**config.mk**
```make
export PLATFORM = sky130hd
export DESIGN_NAME = qusp_top
export DESIGN_NICKNAME = d
export VERILOG_FILES = /design/src/hdl/qusp_pkg.sv /design/src/hdl/qusp_fifo.sv /design/src/hdl/qusp_top.sv
export SDC_FILE = /design/constraint.sdc
export NUM_CORES = 1
export LEC_CHECK = 0
export BUFFER_PORTS_ARGS = -buffer_cell sky130_fd_sc_hd__buf_2
export CAP_MARGIN = 20
export CORE_MARGIN = 3
export CORE_UTILIZATION = 35
export DETAILED_ROUTE_END_ITERATION = 12
export GPL_TIMING_DRIVEN = 0
export HOLD_SLACK_MARGIN = 0.12
export PLACE_DENSITY = 0.57
export REMOVE_ABC_BUFFERS = 1
export SLEW_MARGIN = 20
export SYNTH_ARGS = -nofsm -noshare
export SYNTH_HDL_FRONTEND = slang
export SYNTH_HIERARCHICAL = 1
export SYNTH_SLANG_ARGS = --single-unit
```
**constraint.sdc**
```tcl
create_clock -name ref_clk -period 4.2 [get_ports ref_clk]
set_input_delay 0.42 -clock ref_clk [delete_from_list [all_inputs] [get_ports ref_clk]]
set_output_delay 0.42 -clock ref_clk [all_outputs]
set_load 0.02 [all_outputs]
```
**src/hdl/qusp_pkg.sv**
```systemverilog
/*
 qusp_pkg: shared constants for the quad serial pin and status block.
 assumes a single 10 MHz reference clock and four identical channels.
*/
package qusp_pkg;
   // channel count and data widths
   localparam int NCH          = 4;
   localparam int CHW          = 2;
   localparam int DW           = 8;

   // status byte layout
   localparam int STAT_TX_LSB  = 0;
   localparam int STAT_RX_LSB  = 4;

   // tx stream fifo: channel number above the data byte
   localparam int FIFO_W       = DW + CHW;
   localparam int FIFO_D       = 16;

   // bit timing: sixteen ticks per bit
   localparam int CLK_HZ       = 10_000_000;
   localparam int BAUD_HZ      = 125_000;
   localparam int OVS          = 16;
   localparam int TICK_DIV     = CLK_HZ / (BAUD_HZ * OVS);
   localparam logic [2:0] TICK_LAST = 3'(TICK_DIV - 1);
   localparam logic [3:0] TICK_MAX  = 4'(OVS - 1);
   localparam logic [3:0] MID_TICK  = 4'(OVS / 2 - 1);

   // frame: start, eight data, stop
   localparam logic [3:0] LAST_BIT  = 4'h9;
   localparam logic [3:0] STOP_BIT  = 4'h9;

   // infrared pulse is three of sixteen ticks
   localparam logic [3:0] IR_TICKS  = 4'h3;
   localparam logic [4:0] IR_HOLD   = 5'h10;

   // reset values of pins
   localparam logic TX_STD_IDLE = 1'b1;
   localparam logic TX_IR_IDLE  = 1'b0;
endpackage

```
**src/hdl/qusp_fifo.sv**
```systemverilog
/*
 qusp_fifo: synchronous fifo with valid and ready on both sides.
 assumes one clock and a synchronous active low reset.
*/
`timescale 1ns/100ps
`default_nettype none
module qusp_fifo #(
   parameter int W = 8,
   parameter int D = 16
) (
   input  wire logic         ref_clk,
   input  wire logic         rst_b,
   input  wire logic [W-1:0] in_data,
   input  wire logic         in_valid,
   output logic              in_ready,
   output logic [W-1:0]      out_data,
   output logic              out_valid,
   input  wire logic         out_ready
);
   localparam int AW = $clog2(D);
   localparam logic [AW:0] DEPTH = (AW+1)'(D);

   logic [W-1:0] mem [D];
   logic [AW-1:0] wp_q;
   logic [AW-1:0] rp_q;
   logic [AW:0]   cnt_q;
   logic [AW:0]   cnt_d;
   logic          push;
   logic          pop;

   ////////////////////////////////////////////////////////////////////////
   // handshakes and occupancy
   assign push      = in_valid && in_ready;
   assign pop       = out_valid && out_ready;
   assign out_data  = mem[rp_q];
   assign out_valid = (cnt_q != '0);
   assign in_ready  = (cnt_q != DEPTH);

   always_comb begin
      cnt_d = cnt_q;
      if (push && !pop) begin
         cnt_d = cnt_q + 1'b1;
      end else if (pop && !push) begin
         cnt_d = cnt_q - 1'b1;
      end
   end

   // pointers and count
   always_ff @(posedge ref_clk) begin
      if (!rst_b) begin
         wp_q  <= '0;
         rp_q  <= '0;
         cnt_q <= '0;
      end else begin
         cnt_q <= cnt_d;
         if (push) begin
            wp_q <= wp_q + 1'b1;
         end
         if (pop) begin
            rp_q <= rp_q + 1'b1;
         end
      end
   end

   // storage
   always_ff @(posedge ref_clk) begin
      if (push) begin
         mem[wp_q] <= in_data;
      end
   end

   a_fifo_bound: assert property (@(posedge ref_clk) disable iff (!rst_b)
      (cnt_q == DEPTH) |=> (cnt_q == DEPTH) || $past(pop))
      else $error("fifo count grew past its depth");
endmodule
`default_nettype wire

```
**src/hdl/qusp_top.sv**
```systemverilog
/*
 qusp_top: four channel serial pins, modem pins and the direct-select
 fifo ready status byte.
 assumes control inputs come from logic on ref_clk; pins are asynchronous.
*/
`timescale 1ns/100ps
`default_nettype none
module qusp_top
   import qusp_pkg::*;
(
   input  wire logic                      ref_clk,
   input  wire logic                      rst_b,
   input  wire logic                      fifo_status_select_n,
   output logic [qusp_pkg::DW-1:0]        data_out,
   output logic                           data_oe,
   input  wire logic [qusp_pkg::DW-1:0]   tx_data,
   input  wire logic [qusp_pkg::CHW-1:0]  tx_chan,
   input  wire logic                      tx_valid,
   output logic                           tx_ready,
   input  wire logic [qusp_pkg::NCH-1:0]  rx_take,
   output logic [qusp_pkg::NCH*8-1:0]     rx_hold,
   input  wire logic [qusp_pkg::NCH-1:0]  ir_mode_sel,
   input  wire logic [qusp_pkg::NCH-1:0]  rts_ctrl,
   input  wire logic [qusp_pkg::NCH-1:0]  dtr_ctrl,
   input  wire logic [qusp_pkg::NCH-1:0]  auto_rts_en,
   input  wire logic [qusp_pkg::NCH-1:0]  auto_cts_en,
   input  wire logic [qusp_pkg::NCH-1:0]  rx_pin,
   output logic [qusp_pkg::NCH-1:0]       tx_pin,
   output logic [qusp_pkg::NCH-1:0]       infrared_tx_out,
   output logic [qusp_pkg::NCH-1:0]       rts_n,
   input  wire logic [qusp_pkg::NCH-1:0]  cts_n,
   output logic [qusp_pkg::NCH-1:0]       dtr_n,
   input  wire logic [qusp_pkg::NCH-1:0]  dsr_n,
   input  wire logic [qusp_pkg::NCH-1:0]  cd_n,
   output logic [qusp_pkg::NCH-1:0]       cts_stat,
   output logic [qusp_pkg::NCH-1:0]       dsr_stat,
   output logic [qusp_pkg::NCH-1:0]       cd_stat,
   output logic [qusp_pkg::NCH-1:0]       tx_ready_n,
   output logic [qusp_pkg::NCH-1:0]       rx_ready_n
);
   import qusp_pkg::*;

   localparam int SW = 4 * NCH + 1;

   logic [SW-1:0]          sync1_q, sync2_q;
   logic [NCH-1:0]         rx_s, cts_s, dsr_s, cd_s;
   logic                   sel_s, tick_q, f_valid, f_ready;
   logic [2:0]             div_q;
   logic [FIFO_W-1:0]      f_data;
   logic [CHW-1:0]         f_chan;
   logic [NCH-1:0]         thr_full_q, tx_start, tx_busy_q, tx_lvl, ir_pulse;
   logic [NCH-1:0]         rx_line, rx_busy_q, rx_full_q;
   logic [NCH-1:0][DW-1:0] thr_q, rsh_q, rhr_q;
   logic [NCH-1:0][9:0]    tsh_q;
   logic [NCH-1:0][3:0]    tcnt_q, tbit_q, rcnt_q, rbit_q;
   logic [NCH-1:0][4:0]    irh_q;

   ////////////////////////////////////////////////////////////////////////
   // two stage synchronisers for every pin input
   always_ff @(posedge ref_clk) begin
      if (!rst_b) begin
         sync1_q <= '1;
         sync2_q <= '1;
      end else begin
         sync1_q <= {fifo_status_select_n, cd_n, dsr_n, cts_n, rx_pin};
         sync2_q <= sync1_q;
      end
   end

   assign rx_s  = sync2_q[NCH-1:0];
   assign cts_s = sync2_q[2*NCH-1:NCH];
   assign dsr_s = sync2_q[3*NCH-1:2*NCH];
   assign cd_s  = sync2_q[4*NCH-1:3*NCH];
   assign sel_s = sync2_q[4*NCH];

   ////////////////////////////////////////////////////////////////////////
   // status byte onto the bus; no address involved
   always_ff @(posedge ref_clk) begin
      if (!rst_b) begin
         data_out <= '0;
         data_oe  <= 1'b0;
      end else begin
         data_oe <= !sel_s;
         if (!sel_s) begin
            data_out[STAT_TX_LSB +: NCH] <= ~tx_ready_n;
            data_out[STAT_RX_LSB +: NCH] <= rx_ready_n;
         end
      end
   end

   a_status_byte_map: assert property (@(posedge ref_clk) disable iff (!rst_b)
      !sel_s |=> (data_out == {$past(rx_ready_n), ~$past(tx_ready_n)}))
      else $error("status byte does not match ready outputs");
   a_bus_drive: assert property (@(posedge ref_clk) disable iff (!rst_b)
      (!sel_s ##1 !sel_s) |=> data_oe && $past(data_oe))
      else $error("bus not driven while select is low");
   a_bus_release: assert property (@(posedge ref_clk) disable iff (!rst_b)
      $rose(sel_s) |=> !data_oe)
      else $error("bus still driven after select went high");

   ////////////////////////////////////////////////////////////////////////
   // sixteen-times bit tick
   always_ff @(posedge ref_clk) begin
      if (!rst_b) begin
         div_q  <= '0;
         tick_q <= 1'b0;
      end else begin
         tick_q <= (div_q == TICK_LAST);
         div_q  <= (div_q == TICK_LAST) ? 3'h0 : div_q + 3'h1;
      end
   end

   ////////////////////////////////////////////////////////////////////////
   // transmit stream buffer, then per channel holding register
   qusp_fifo #(.W(FIFO_W), .D(FIFO_D)) u_tx_fifo (
      .ref_clk   (ref_clk),
      .rst_b     (rst_b),
      .in_data   ({tx_chan, tx_data}),
      .in_valid  (tx_valid),
      .in_ready  (tx_ready),
      .out_data  (f_data),
      .out_valid (f_valid),
      .out_ready (f_ready)
   );

   assign f_chan  = f_data[FIFO_W-1:DW];
   // a busy holding register stalls the whole stream
   assign f_ready = f_valid && !thr_full_q[f_chan];

   // start a frame unless clear-to-send holds it off
   always_comb begin
      for (int i = 0; i < NCH; i++) begin
         tx_start[i] = !tx_busy_q[i] && thr_full_q[i] && !(auto_cts_en[i] && cts_s[i]);
         tx_lvl[i]   = tx_busy_q[i] ? tsh_q[i][0] : TX_STD_IDLE;
         ir_pulse[i] = tx_busy_q[i] && !tsh_q[i][0] && (tcnt_q[i] < IR_TICKS);
      end
   end

   always_ff @(posedge ref_clk) begin
      if (!rst_b) begin
         thr_full_q <= '0;
         thr_q      <= '0;
      end else begin
         for (int i = 0; i < NCH; i++) begin
            if (f_ready && (f_chan == CHW'(i))) begin
               thr_full_q[i] <= 1'b1;
               thr_q[i]      <= f_data[DW-1:0];
            end else if (tx_start[i]) begin
               thr_full_q[i] <= 1'b0;
            end
         end
      end
   end

   // transmit shifters
   always_ff @(posedge ref_clk) begin
      if (!rst_b) begin
         tx_busy_q <= '0;
         tsh_q     <= '0;
         tcnt_q    <= '0;
         tbit_q    <= '0;
      end else begin
         for (int i = 0; i < NCH; i++) begin
            if (tx_start[i]) begin
               tx_busy_q[i] <= 1'b1;
               tsh_q[i]     <= {1'b1, thr_q[i], 1'b0};
               tcnt_q[i]    <= '0;
               tbit_q[i]    <= '0;
            end else if (tx_busy_q[i] && tick_q) begin
               tcnt_q[i] <= tcnt_q[i] + 4'h1;
               if (tcnt_q[i] == TICK_MAX) begin
                  tsh_q[i]  <= {1'b1, tsh_q[i][9:1]};
                  tbit_q[i] <= tbit_q[i] + 4'h1;
                  if (tbit_q[i] == LAST_BIT) begin
                     tx_busy_q[i] <= 1'b0;
                  end
               end
            end
         end
      end
   end

   // output pins: tx_pin plain or encoded per channel, infrared_tx_out always encoded
   always_ff @(posedge ref_clk) begin
      if (!rst_b) begin
         tx_pin          <= {NCH{TX_STD_IDLE}};
         infrared_tx_out <= {NCH{TX_IR_IDLE}};
      end else begin
         for (int i = 0; i < NCH; i++) begin
            tx_pin[i] <= ir_mode_sel[i] ? ir_pulse[i] : tx_lvl[i];
         end
         infrared_tx_out <= ir_pulse;
      end
   end

   a_tx_reset_high: assert property (@(posedge ref_clk)
      !rst_b |=> (tx_pin == {NCH{TX_STD_IDLE}}))
      else $error("tx pin not high after reset cycle");
   a_std_idle_high: assert property (@(posedge ref_clk) disable iff (!rst_b)
      ((~tx_pin) & ~$past(ir_mode_sel) & ~$past(tx_busy_q)) == '0)
      else $error("plain tx pin low while idle");
   a_ir_idle_low: assert property (@(posedge ref_clk) disable iff (!rst_b)
      (tx_pin & $past(ir_mode_sel) & ~$past(tx_busy_q)) == '0)
      else $error("infrared tx pin high while idle");
   a_infrared_tx_out_idle_low: assert property (@(posedge ref_clk) disable iff (!rst_b)
      (infrared_tx_out & ~$past(tx_busy_q)) == '0)
      else $error("infrared output high while idle");
   a_cts_hold_off: assert property (@(posedge ref_clk) disable iff (!rst_b)
      ((auto_cts_en & cts_s & ~tx_busy_q) != '0) |=> ((tx_busy_q & ~$past(tx_busy_q) & $past(auto_cts_en & cts_s)) == '0))
      else $error("frame started while clear-to-send was off");

   ////////////////////////////////////////////////////////////////////////
   // infrared receive pulses stretched back into plain levels
   always_ff @(posedge ref_clk) begin
      if (!rst_b) begin
         irh_q <= '0;
      end else if (tick_q) begin
         for (int i = 0; i < NCH; i++) begin
            if (!ir_mode_sel[i]) begin
               irh_q[i] <= '0;                    // plain idle high is no pulse train
            end else if (rx_s[i]) begin
               irh_q[i] <= IR_HOLD;
            end else if (irh_q[i] != '0) begin
               irh_q[i] <= irh_q[i] - 5'h01;
            end
         end
      end
   end

   always_comb begin
      for (int i = 0; i < NCH; i++) begin
         rx_line[i] = ir_mode_sel[i] ? (irh_q[i] == '0) : rx_s[i];
      end
   end

   // receive shifters; a good stop bit loads the holding register
   always_ff @(posedge ref_clk) begin
      if (!rst_b) begin
         rx_busy_q <= '0;
         rcnt_q    <= '0;
         rbit_q    <= '0;
         rsh_q     <= '0;
         rhr_q     <= '0;
         rx_full_q <= '0;
      end else begin
         for (int i = 0; i < NCH; i++) begin
            if (rx_take[i]) begin
               rx_full_q[i] <= 1'b0;
            end
            if (tick_q) begin
               if (!rx_busy_q[i]) begin
                  if (!rx_line[i]) begin
                     rx_busy_q[i] <= 1'b1;
                     rcnt_q[i]    <= '0;
                     rbit_q[i]    <= '0;
                  end
               end else begin
                  rcnt_q[i] <= rcnt_q[i] + 4'h1;
                  if (rcnt_q[i] == MID_TICK) begin
                     rbit_q[i] <= rbit_q[i] + 4'h1;
                     if (rbit_q[i] == 4'h0 && rx_line[i]) begin
                        rx_busy_q[i] <= 1'b0;
                     end else if (rbit_q[i] == STOP_BIT) begin
                        rx_busy_q[i] <= 1'b0;
                        if (rx_line[i]) begin
                           rhr_q[i]     <= rsh_q[i];
                           rx_full_q[i] <= 1'b1;           // set beats take
                        end
                     end else if (rbit_q[i] != 4'h0) begin
                        rsh_q[i] <= {rx_line[i], rsh_q[i][DW-1:1]};
                     end
                  end
               end
            end
         end
      end
   end

   assign rx_hold = rhr_q;

   ////////////////////////////////////////////////////////////////////////
   // ready outputs, modem outputs and status inputs
   always_ff @(posedge ref_clk) begin
      if (!rst_b) begin
         tx_ready_n <= '0;
         rx_ready_n <= '1;
         rts_n      <= '1;
         dtr_n      <= '1;
         cts_stat   <= '0;
         dsr_stat   <= '0;
         cd_stat    <= '0;
      end else begin
         tx_ready_n <= thr_full_q;
         rx_ready_n <= ~rx_full_q;
         for (int i = 0; i < NCH; i++) begin
            // automatic mode drops the request while a byte is unread
            rts_n[i] <= auto_rts_en[i] ? (!rts_ctrl[i] || rx_full_q[i]) : !rts_ctrl[i];
         end
         dtr_n    <= ~dtr_ctrl;
         cts_stat <= ~cts_s;
         dsr_stat <= ~dsr_s;
         cd_stat  <= ~cd_s;
      end
   end

   a_tx_ready_n_track: assert property (@(posedge ref_clk) disable iff (!rst_b)
      (tx_ready_n == $past(thr_full_q)) && (rx_ready_n == ~$past(rx_full_q)))
      else $error("ready outputs do not follow holding state");
   a_rts_manual: assert property (@(posedge ref_clk) disable iff (!rst_b)
      ((rts_n ^ ~$past(rts_ctrl)) & ~$past(auto_rts_en)) == '0)
      else $error("request-to-send does not follow software");
   a_dtr_follow: assert property (@(posedge ref_clk) disable iff (!rst_b)
      $changed(dtr_ctrl) |=> (dtr_n == ~$past(dtr_ctrl)))
      else $error("terminal-ready does not follow software");
   a_modem_status: assert property (@(posedge ref_clk) disable iff (!rst_b)
      (dsr_stat == ~$past(dsr_s)) && (cd_stat == ~$past(cd_s)))
      else $error("modem status inputs misreported");
endmodule
`default_nettype wire

```
# Word-level counts from Yosys, hierarchy flattened
# Memory sizes are Yosys's and may differ from the RTL's. A register that Yosys moved wholly into a read port is not among the register bits.
# Index checks and enable logic that the tools add are counted.
# op_classes
add_sub_neg	25
n_eq_ne	33
n_bitwise	15
mux	136
n_lt_le_gt_ge	5
div	0
n_shift	0
mul	0
n_reduce_logical	133
# ops
cell	n
$mux 10	12
$mux 1	91
$add 4x1->4 const B	18
$mux 4	18
$mux 5	14
$eq 4x4->1 const B	12
$reduce_and 6->1	8
$logic_and 1x1->1	37
$reduce_bool 2->1	17
$reduce_and 2->1	16
$reduce_bool 5->1	5
$sub 5x1->5 const B	5
$not 4->4	6
$reduce_and 3->1	8
$logic_not 1->1	20
$logic_not 5->1	4
$eq 4x3->1 const B	4
$logic_not 4->1	4
$lt 4x2->1 const B	4
$ne 2x1->1 const B	8
$reduce_bool 4->1	4
$ne 3x1->1 const B	4
$reduce_or 2->1	5
$not 1->1	9
10 further kinds	14
# word_totals
latch_bits	0
memories	1
mem_bits_rw	160
regBits	332
mem_bits_ro	0
wordCells	416
# memory_table
memory	depth	width	read_ports	rd_ports_with_merged_regs	wr	line	rtl
u_tx_fifo.mem	16	10	1	1	1	qusp_fifo.sv:23	logic [W-1:0] mem [D];

# Longest topological paths before layout
# Gate-level depths: netlist of the first run.
# depth
depth_word	8
ltp_mapped	16

# Modules after synthesis
# Netlist of the first run, hierarchy kept.
# modules_own_cells
mod	seq_area_each_um2	cells_each	area_each_um2	n_inst
qusp_top	6386.1	1394	12627.1	1
qusp_fifo	5144.9	355	6940.4	1

# Worst setup path after synthesis of the first run
# OpenSTA, ideal clock, no wires.
# synth_path
kind	register -> register
startpoint	reg (tool-made name)
endpoint	reg u_tx_fifo.cnt_q[3]
setup_ns	0.062
arrival_ns	3.697
slack_ns	0.441
stages_incl_launch_ff	17
required_time_ns	4.138
cell_sequence	dfxtp_1 -> clkbuf_1 -> buf_2 -> mux4_2 -> a22oi_1 -> nand2_1 -> clkbuf_1 -> mux4_2 -> nor2b_1 -> o21ai_4 -> ha_1 -> inv_1 -> ha_1 -> a21o_2 -> a21oi_1 -> or4b_2 -> nand3_1
# synth_rtl
element	line	rtl
end signal, assigned	qusp_fifo.sv:55	cnt_q <= cnt_d;
end, declared	qusp_fifo.sv:26	logic [AW:0] cnt_q;

==> results of run 1 <==
[timing repair]
item,CTS,global route
endpoints found under the hold margin,30,0
gates resized for setup,2,5
hold buffers,34,0
setup endpoints to repair,2,2
buffers inserted,1,0
[cells in the final DEF, fill, tap and decap left out, types with 17 or more instances in the layout]
cell	synthesis	routed
dfxtp_1	336	333
dlygate4sd3_1	0	34
o21ai_0	26	26
edfxtp_1	160	160
nand2b_1	50	50
ha_1	43	43
clkbuf_16	0	49
buf_2	9	131
xnor2_1	17	17
xor2_1	23	23
nand2_1	219	218
nor2_1	171	166
mux2i_1	95	95
and2_1	19	19
nand3_1	55	55
a22oi_1	52	51
nor3_1	23	19
and3_1	17	17
inv_1	44	44
a21oi_1	97	97
mux4_2	41	41
[registers in the layout, indices dropped and copies added, names as in the netlist, 16 cells and up, named ones only]
| name | flops |
|---|---|
| sync1_q | 17 |
| irh_q | 20 |
| sync2_q | 17 |
| rbit_q | 16 |
| rx_hold | 32 |
| tsh_q | 40 |
| rsh_q | 32 |
| thr_q | 32 |
| tbit_q | 16 |
| rcnt_q | 16 |
| u_tx_fifo/mem | 160 |
| tcnt_q | 16 |
[cell families (layout without fill, tap and decap cells)]
| logic type | count (synthesis) | count (layout) |
|---|---|---|
| multiplexers | 138 | 138 |
| AO/OA/AOI/OAI | 256 | 256 |
| AND/OR/NAND/NOR | 634 | 634 |
| adder cells (fa/ha/maj) | 44 | 44 |
| flip-flops | 496 | 496 |
| buffers and inverters | 141 | 314 |
| XOR/XNOR | 40 | 40 |
[metal layers]
layer | global-route usage, % | vias up
met2 | 22.7 | 199
met5 | 0 | -
met3 | 2.34 | 49
met4 | 3.84 | 0
met1 | 18.2 | 6260
li1 | - | 6472
[report_power, final]
group	switching (W)	leakage [nW]	internal, W
combinational	0.00107	3.45	0.000814
sequential	0.000240	4.17	0.00524
clock	0.00190	0.862	0.00281
total	0.00321	8.48	0.00887
[worst max path at each step]
stage	startpoint	to	slack [ns]	cells after the start
global route	flop	u_tx_fifo/cnt_q[3]	0.10	14
CTS	flop	u_tx_fifo/cnt_q[3]	0.05	13
detailed placement	flop	u_tx_fifo/cnt_q[3]	-0.18	14
finish	flop	u_tx_fifo/cnt_q[3]	0.35	12
global placement	rst_b	rbit_q[5]	-5.06	3
floorplan	flop	u_tx_fifo/cnt_q[3]	-0.70	13
[cell usage after synthesis, types with 9 or more instances]
master / count / area share, %
dfxtp_1: 336 / 34
nand2_1: 219 / 4.2
nor2_1: 171 / 3.3
edfxtp_1: 160 / 25
a21oi_1: 97 / 2.5
mux2i_1: 95 / 4.9
clkbuf_1: 74 / 1.4
nand3_1: 55 / 1.4
a22oi_1: 52 / 2.0
nand2b_1: 50 / 1.6
inv_1: 44 / 0.84
ha_1: 43 / 2.7
mux4_2: 41 / 4.7
o21ai_0: 26 / 0.66
nor3_1: 23 / 0.59
xor2_1: 23 / 1.0
and2_1: 19 / 0.61
and3_1: 17 / 0.54
xnor2_1: 17 / 0.76
a31oi_1: 14 / 0.45
nand4_1: 14 / 0.45
a211oi_1: 13 / 0.50
nand3b_1: 12 / 0.46
nor2b_1: 12 / 0.38
o21a_1: 11 / 0.42
a32oi_1: 10 / 0.45
buf_1: 10 / 0.19
buf_2: 9 / 0.23
[worst register-to-register path: stages (launching register included)]
cell and delay [ns]:
dfxtp_4 0.37, buf_12 0.23, mux4_2 0.57, a22oi_2 0.24, nand2_2 0.17, mux4_2 0.51
nor2b_2 0.20, o21ai_4 0.11, ha_1 0.21, inv_1 0.16, ha_1 0.30, or4b_2 0.64
nand3_1 0.08
[cell type report]
class                      instances  area [um^2]  share of cell area, %
clock buffer                      59         1310                   5.67
tap                              748          936                   4.04
inverter                          45          174                  0.751
multi-input combinational       1112         7570                   32.7
clock inverter                    30          435                   1.88
sequential                       496        11500                   49.8
timing repair buffer             180         1190                   5.15
[through the flow]
stage          setup WS (ns)  total power, W  util [%]  hold WS (ns)  cell area [um^2]
2_1_floorplan         -0.699         0.00684         -         0.367             19200
3_3_place_gp           -5.06         0.00738      37.6         0.370             20800
3_5_place_dp          -0.183         0.00746      38.1         0.374             21000
4_1_cts               0.0523          0.0122      41.9         0.154             23100
5_1_grt                0.100          0.0127      42.0         0.187             23200
6_report               0.347          0.0121      42.0         0.194             23200
==> flow_metrics.env, run 1 <==
export IMPL_power_density_nw_per_um2=521
export IMPL_start_util_pct=35.4
export IMPL_drt_pass1_iterations=5
export IMPL_synth_edf_count=160
export IMPL_cts_buffer_depth=3
export IMPL_drt_iter0_drc=750
export IMPL_nFillCells=5171
export IMPL_cts_tree="yes"
export IMPL_synth_compound_area_share_pct=8.68
export IMPL_clock_skew_final_ns=0.0243
export IMPL_syn_area_um2=19600
export IMPL_status="finished, final reports clean"
export IMPL_synth_simple_area_share_pct=15.2
export IMPL_drc=0
export IMPL_num_io_pins=132
export IMPL_drive_above_1_share_pct=16.2
export IMPL_synthXorXnorAreaFrac_pct=1.79
export IMPL_r2r_end="u_tx_fifo/cnt_q[3]"
export IMPL_wl_met2_mm=19.0
export IMPL_grt_pass1_vias=12881
export IMPL_synth_warnings=6
export IMPL_cpLargestDelayFamily="simple AND/OR/NAND/NOR gates"
export IMPL_grt_setup_unrepaired="false"
export IMPL_overflow=0
export IMPL_post_place_cells=2545
export IMPL_async_flop_share_pct=0
export IMPL_fin_crit_sh_pct=91.7
export IMPL_die_area_um2=58800
export IMPL_p_leak_nw=8.48
export IMPL_maxCapViolCount=0
export IMPL_crit_path_start_kind="flop"
export IMPL_met1_length_mm=19.0
export IMPL_drtAntennaViolNets=0
export IMPL_avgSynthCellArea_um2=11.2
export IMPL_cts_made_buffers=48
export IMPL_max_stage_delay_ns=0.64
export IMPL_slew_headroom_pct=24.6
export IMPL_dpl_hpwl_mm=25.4
export IMPL_critPathKind="reg -> reg"
export IMPL_synth_seq_cells=496
export IMPL_htreeDepth=2
export IMPL_cp_slowest_cell="or4b_2"
export IMPL_diodes=0
export IMPL_whs_path_depth=2
export IMPL_grt_usage_pct=13.6
export IMPL_vias=12980
export IMPL_min_from="ir_mode_sel[2]"
export IMPL_drv_slew=0
export IMPL_syn2layout_area_growth_pct=18.4
export IMPL_die_h_um=242
export IMPL_synth_cells=1749
export IMPL_wl_per_cell_um=15.1
export IMPL_cp_arrival_ns=4.38
export IMPL_grt_start_max_net_pins=91
export IMPL_synth_mux_area_share_pct=9.71
export IMPL_cp_end_kind="flop"
export IMPL_critPathMaxFanout=26
export IMPL_globalplace_congestion=0.746
export IMPL_hold_path_class="in -> reg"
export IMPL_clk_pin_slew_worst_paths_ns=0.06
export IMPL_path_buf_inv=2
export IMPL_yosys_area_share_adder_pct=2.85
export IMPL_holdPathEnd="tx_pin[2]"
export IMPL_setup_violations=0
export IMPL_rows=86
export IMPL_timing_fmax_mhz=260
export IMPL_met3_length_mm=1.67
export IMPL_vias_per_cell=4.86
export IMPL_yosysSeqAreaShare_pct=58.9
export IMPL_fp_dieW_um=242
export IMPL_r2r_cells=12
export IMPL_stdcell_count=2670
export IMPL_highest_layer="met4"
export IMPL_finalCriticalPeriod_ns=3.85
export IMPL_port_buffers=131
export IMPL_numClockSinks=496
export IMPL_worst_pin_slew_ns=1.13
export IMPL_cp_required_ns=4.72
export IMPL_vdd_drop_max_mv=0.302
export IMPL_synth_top_family_by_area="simple AND/OR/NAND/NOR gates"
export IMPL_core_um2=55200
export IMPL_crit_path_cell_trace="buf_12 > mux4_2 > a22oi_2 > nand2_2 > mux4_2 > nor2b_2 > o21ai_4 > ha_1 > inv_1 > ha_1 > or4b_2 > nand3_1"
export IMPL_timing_setup_tns_ns=0
export IMPL_reg2reg_setup_slack_ns=0.35
export IMPL_yosysUniqueCellTypes=61
export IMPL_insertion_delay_ns=0.60
export IMPL_final_hold_viol_count=0
export IMPL_antenna_found_initial=0
export IMPL_layout_nets=1981
export IMPL_routed_wl_mm=40.4
export IMPL_root_buffer="clkbuf_16"
export IMPL_synth_ff_type="dfxtp_1"
export IMPL_grt_pass1_wl_mm=66.6
Note: power is estimated with default switching activity, not from simulation.
==> run 2, diff against run 1 <==
--- a/config.mk
+++ b/config.mk
@@ -7,12 +7,11 @@
 export LEC_CHECK = 0
 export BUFFER_PORTS_ARGS = -buffer_cell sky130_fd_sc_hd__buf_2
 export CAP_MARGIN = 20
-export CORE_MARGIN = 3
+export CORE_MARGIN = 2
 export CORE_UTILIZATION = 35
 export DETAILED_ROUTE_END_ITERATION = 12
 export GPL_TIMING_DRIVEN = 0
 export HOLD_SLACK_MARGIN = 0.12
-export PLACE_DENSITY = 0.57
 export REMOVE_ABC_BUFFERS = 1
 export SLEW_MARGIN = 20
 export SYNTH_ARGS = -nofsm -noshare
==> flow_metrics.env, run 2 (same netlist as run 1, synthesis figures left out) <==
export IMPL_status="finished, final reports clean"
export IMPL_cp_arrival_ns=4.41
export IMPL_wl_per_cell_um=15.0
export IMPL_grt_setup_unrepaired="false"
export IMPL_critPathMaxFanout=25
export IMPL_routed_wl_mm=40.2
export IMPL_globalplace_congestion=0.738
export IMPL_cts_made_buffers=51
export IMPL_htreeDepth=2
export IMPL_cts_buffer_depth=3
export IMPL_critPathKind="reg -> reg"
export IMPL_total_power_w=0.0119
export IMPL_drt_iter0_drc=791
export IMPL_overflow=0
export IMPL_vias=13151
export IMPL_rows=86
export IMPL_maxCapViolCount=0
export IMPL_largest_reg_flops=160
export IMPL_setup_violations=0
export IMPL_grt_pass1_vias=12838
export IMPL_root_buffer="clkbuf_16"
export IMPL_worst_pin_slew_ns=1.10
export IMPL_cts_tree="yes"
export IMPL_antenna_found_initial=0
export IMPL_p_leak_nw=8.48
export IMPL_vdd_drop_max_mv=0.322
export IMPL_clk_pin_slew_worst_paths_ns=0.06
export IMPL_final_hold_viol_count=0
export IMPL_port_buffers=131
export IMPL_power_density_nw_per_um2=516
export IMPL_syn2layout_area_growth_pct=18.3
export IMPL_post_dp_cell_area_um2=21000
export IMPL_fin_crit_sh_pct=92.4
export IMPL_num_io_pins=132
export IMPL_drt_pass1_iterations=5
export IMPL_top_regs="u_tx_fifo/mem: 160 flops, tsh_q: 40 flops"
export IMPL_cp_required_ns=4.73
export IMPL_vias_per_cell=4.91
export IMPL_numClockSinks=496
export IMPL_drtAntennaViolNets=0
export IMPL_layout_common_cells="333 x dfxtp_1, 218 x nand2_1, 166 x nor2_1"
export IMPL_drc=0
export IMPL_timing_fmax_mhz=258
export IMPL_layout_nets=1988
export IMPL_insertion_delay_ns=0.61
export IMPL_dpl_hpwl_mm=25.4
export IMPL_diodes=0
export IMPL_crit_path_start_kind="flop"
export IMPL_finalCriticalPeriod_ns=3.88
export IMPL_grt_start_max_net_pins=119
export IMPL_cp_end_kind="flop"
export IMPL_layout_commonest_cell="dfxtp_1"
export IMPL_die_h_um=240
export IMPL_clock_skew_final_ns=0.0319
export IMPL_drive_above_1_share_pct=16.0
export IMPL_die_area_um2=57800
export IMPL_grt_usage_pct=13.9
export IMPL_whs_path_depth=2
export IMPL_hold_path_class="in -> reg"
export IMPL_design_area_um2=23200
export IMPL_top_register="u_tx_fifo/mem"
export IMPL_post_route_util_pct=42.0
export IMPL_r2r_cells=14
export IMPL_core_um2=55200
export IMPL_start_util_pct=35.4
export IMPL_slew_headroom_pct=26.6
export IMPL_fp_dieW_um=240
export IMPL_drv_slew=0
export IMPL_grt_pass1_wl_mm=65.0
## run 2: cell types whose count changed in the layout (fill, tap and decap cells not counted), sizes merged
cell,previous run,this run
buf,146,149
dlygate4sd3,34,35
clkbuf,59,65
inv,48,46
clkinv,17,21
clkinvlp,1,2
bufinv,9,7
## run 2: critical path, stage by stage, from the launching register on
cell and delay, ns:
dfxtp_4 0.36, buf_12 0.22, mux4_2 0.55, a22oi_1 0.26, nand2_2 0.17, mux4_2 0.51
nor2b_2 0.21, o21ai_4 0.11, ha_1 0.21, inv_1 0.16, ha_1 0.16, a21o_2 0.11
a21oi_1 0.07, or4b_2 0.60, nand3_1 0.08
## run 2: timing repair
action / 4_1_cts / 5_1_grt
pin swaps: 0 / 0
hold endpoints to repair: 32 / 0
hold buffers: 35 / 0
gates resized for setup: 0 / 6
setup buffers: 1 / 0
setup endpoints to repair: 2 / 2
## run 2: worst paths after layout
check / start / end / slack, ns
worst max-delay path: flop / u_tx_fifo/cnt_q[3] / 0.32
worst min-delay path: ir_mode_sel[1] / tx_pin[1] / 0.16
worst max register to register: flop / u_tx_fifo/cnt_q[3] / 0.32
worst min register to register: sync2_q[12] / cd_stat[0] / 0.38
## run 2: per-stage QoR
stage,TNS [ns],hold slack [ns],instances,worst slack [ns]
floorplan,-3.60,0.367,1653,-0.699
global placement,-772.16,0.372,2532,-5.15
detailed placement,-0.285,0.375,2545,-0.161
CTS,0,0.130,2677,0.0502
global route,0,0.150,2681,0.0593
finish,0,0.157,2681,0.320
## run 2: cell type report
cell class	instances	area (um^2)
fillers	5210	32000
flip-flops and latches	496	11500
multi-input cells	1112	7560
clock buffers	65	1340
repair buffers	184	1230
well taps	748	936
clock inverters	31	377
inverters	45	174
## run 2: routing by layer
metal	part of all wire [%]	track usage [%]	vias up
li1	-	-	6504
met1	46	18.2	6361
met4	1.9	3.56	0
met5	0	0	-
met3	4.7	2.87	61
met2	48	23.2	225
## run 2: power breakdown
part,switching (W),internal (W)
logic,0.00106,0.000814
registers,0.000234,0.00524
clock network,0.00189,0.00270
total,0.00318,0.00876
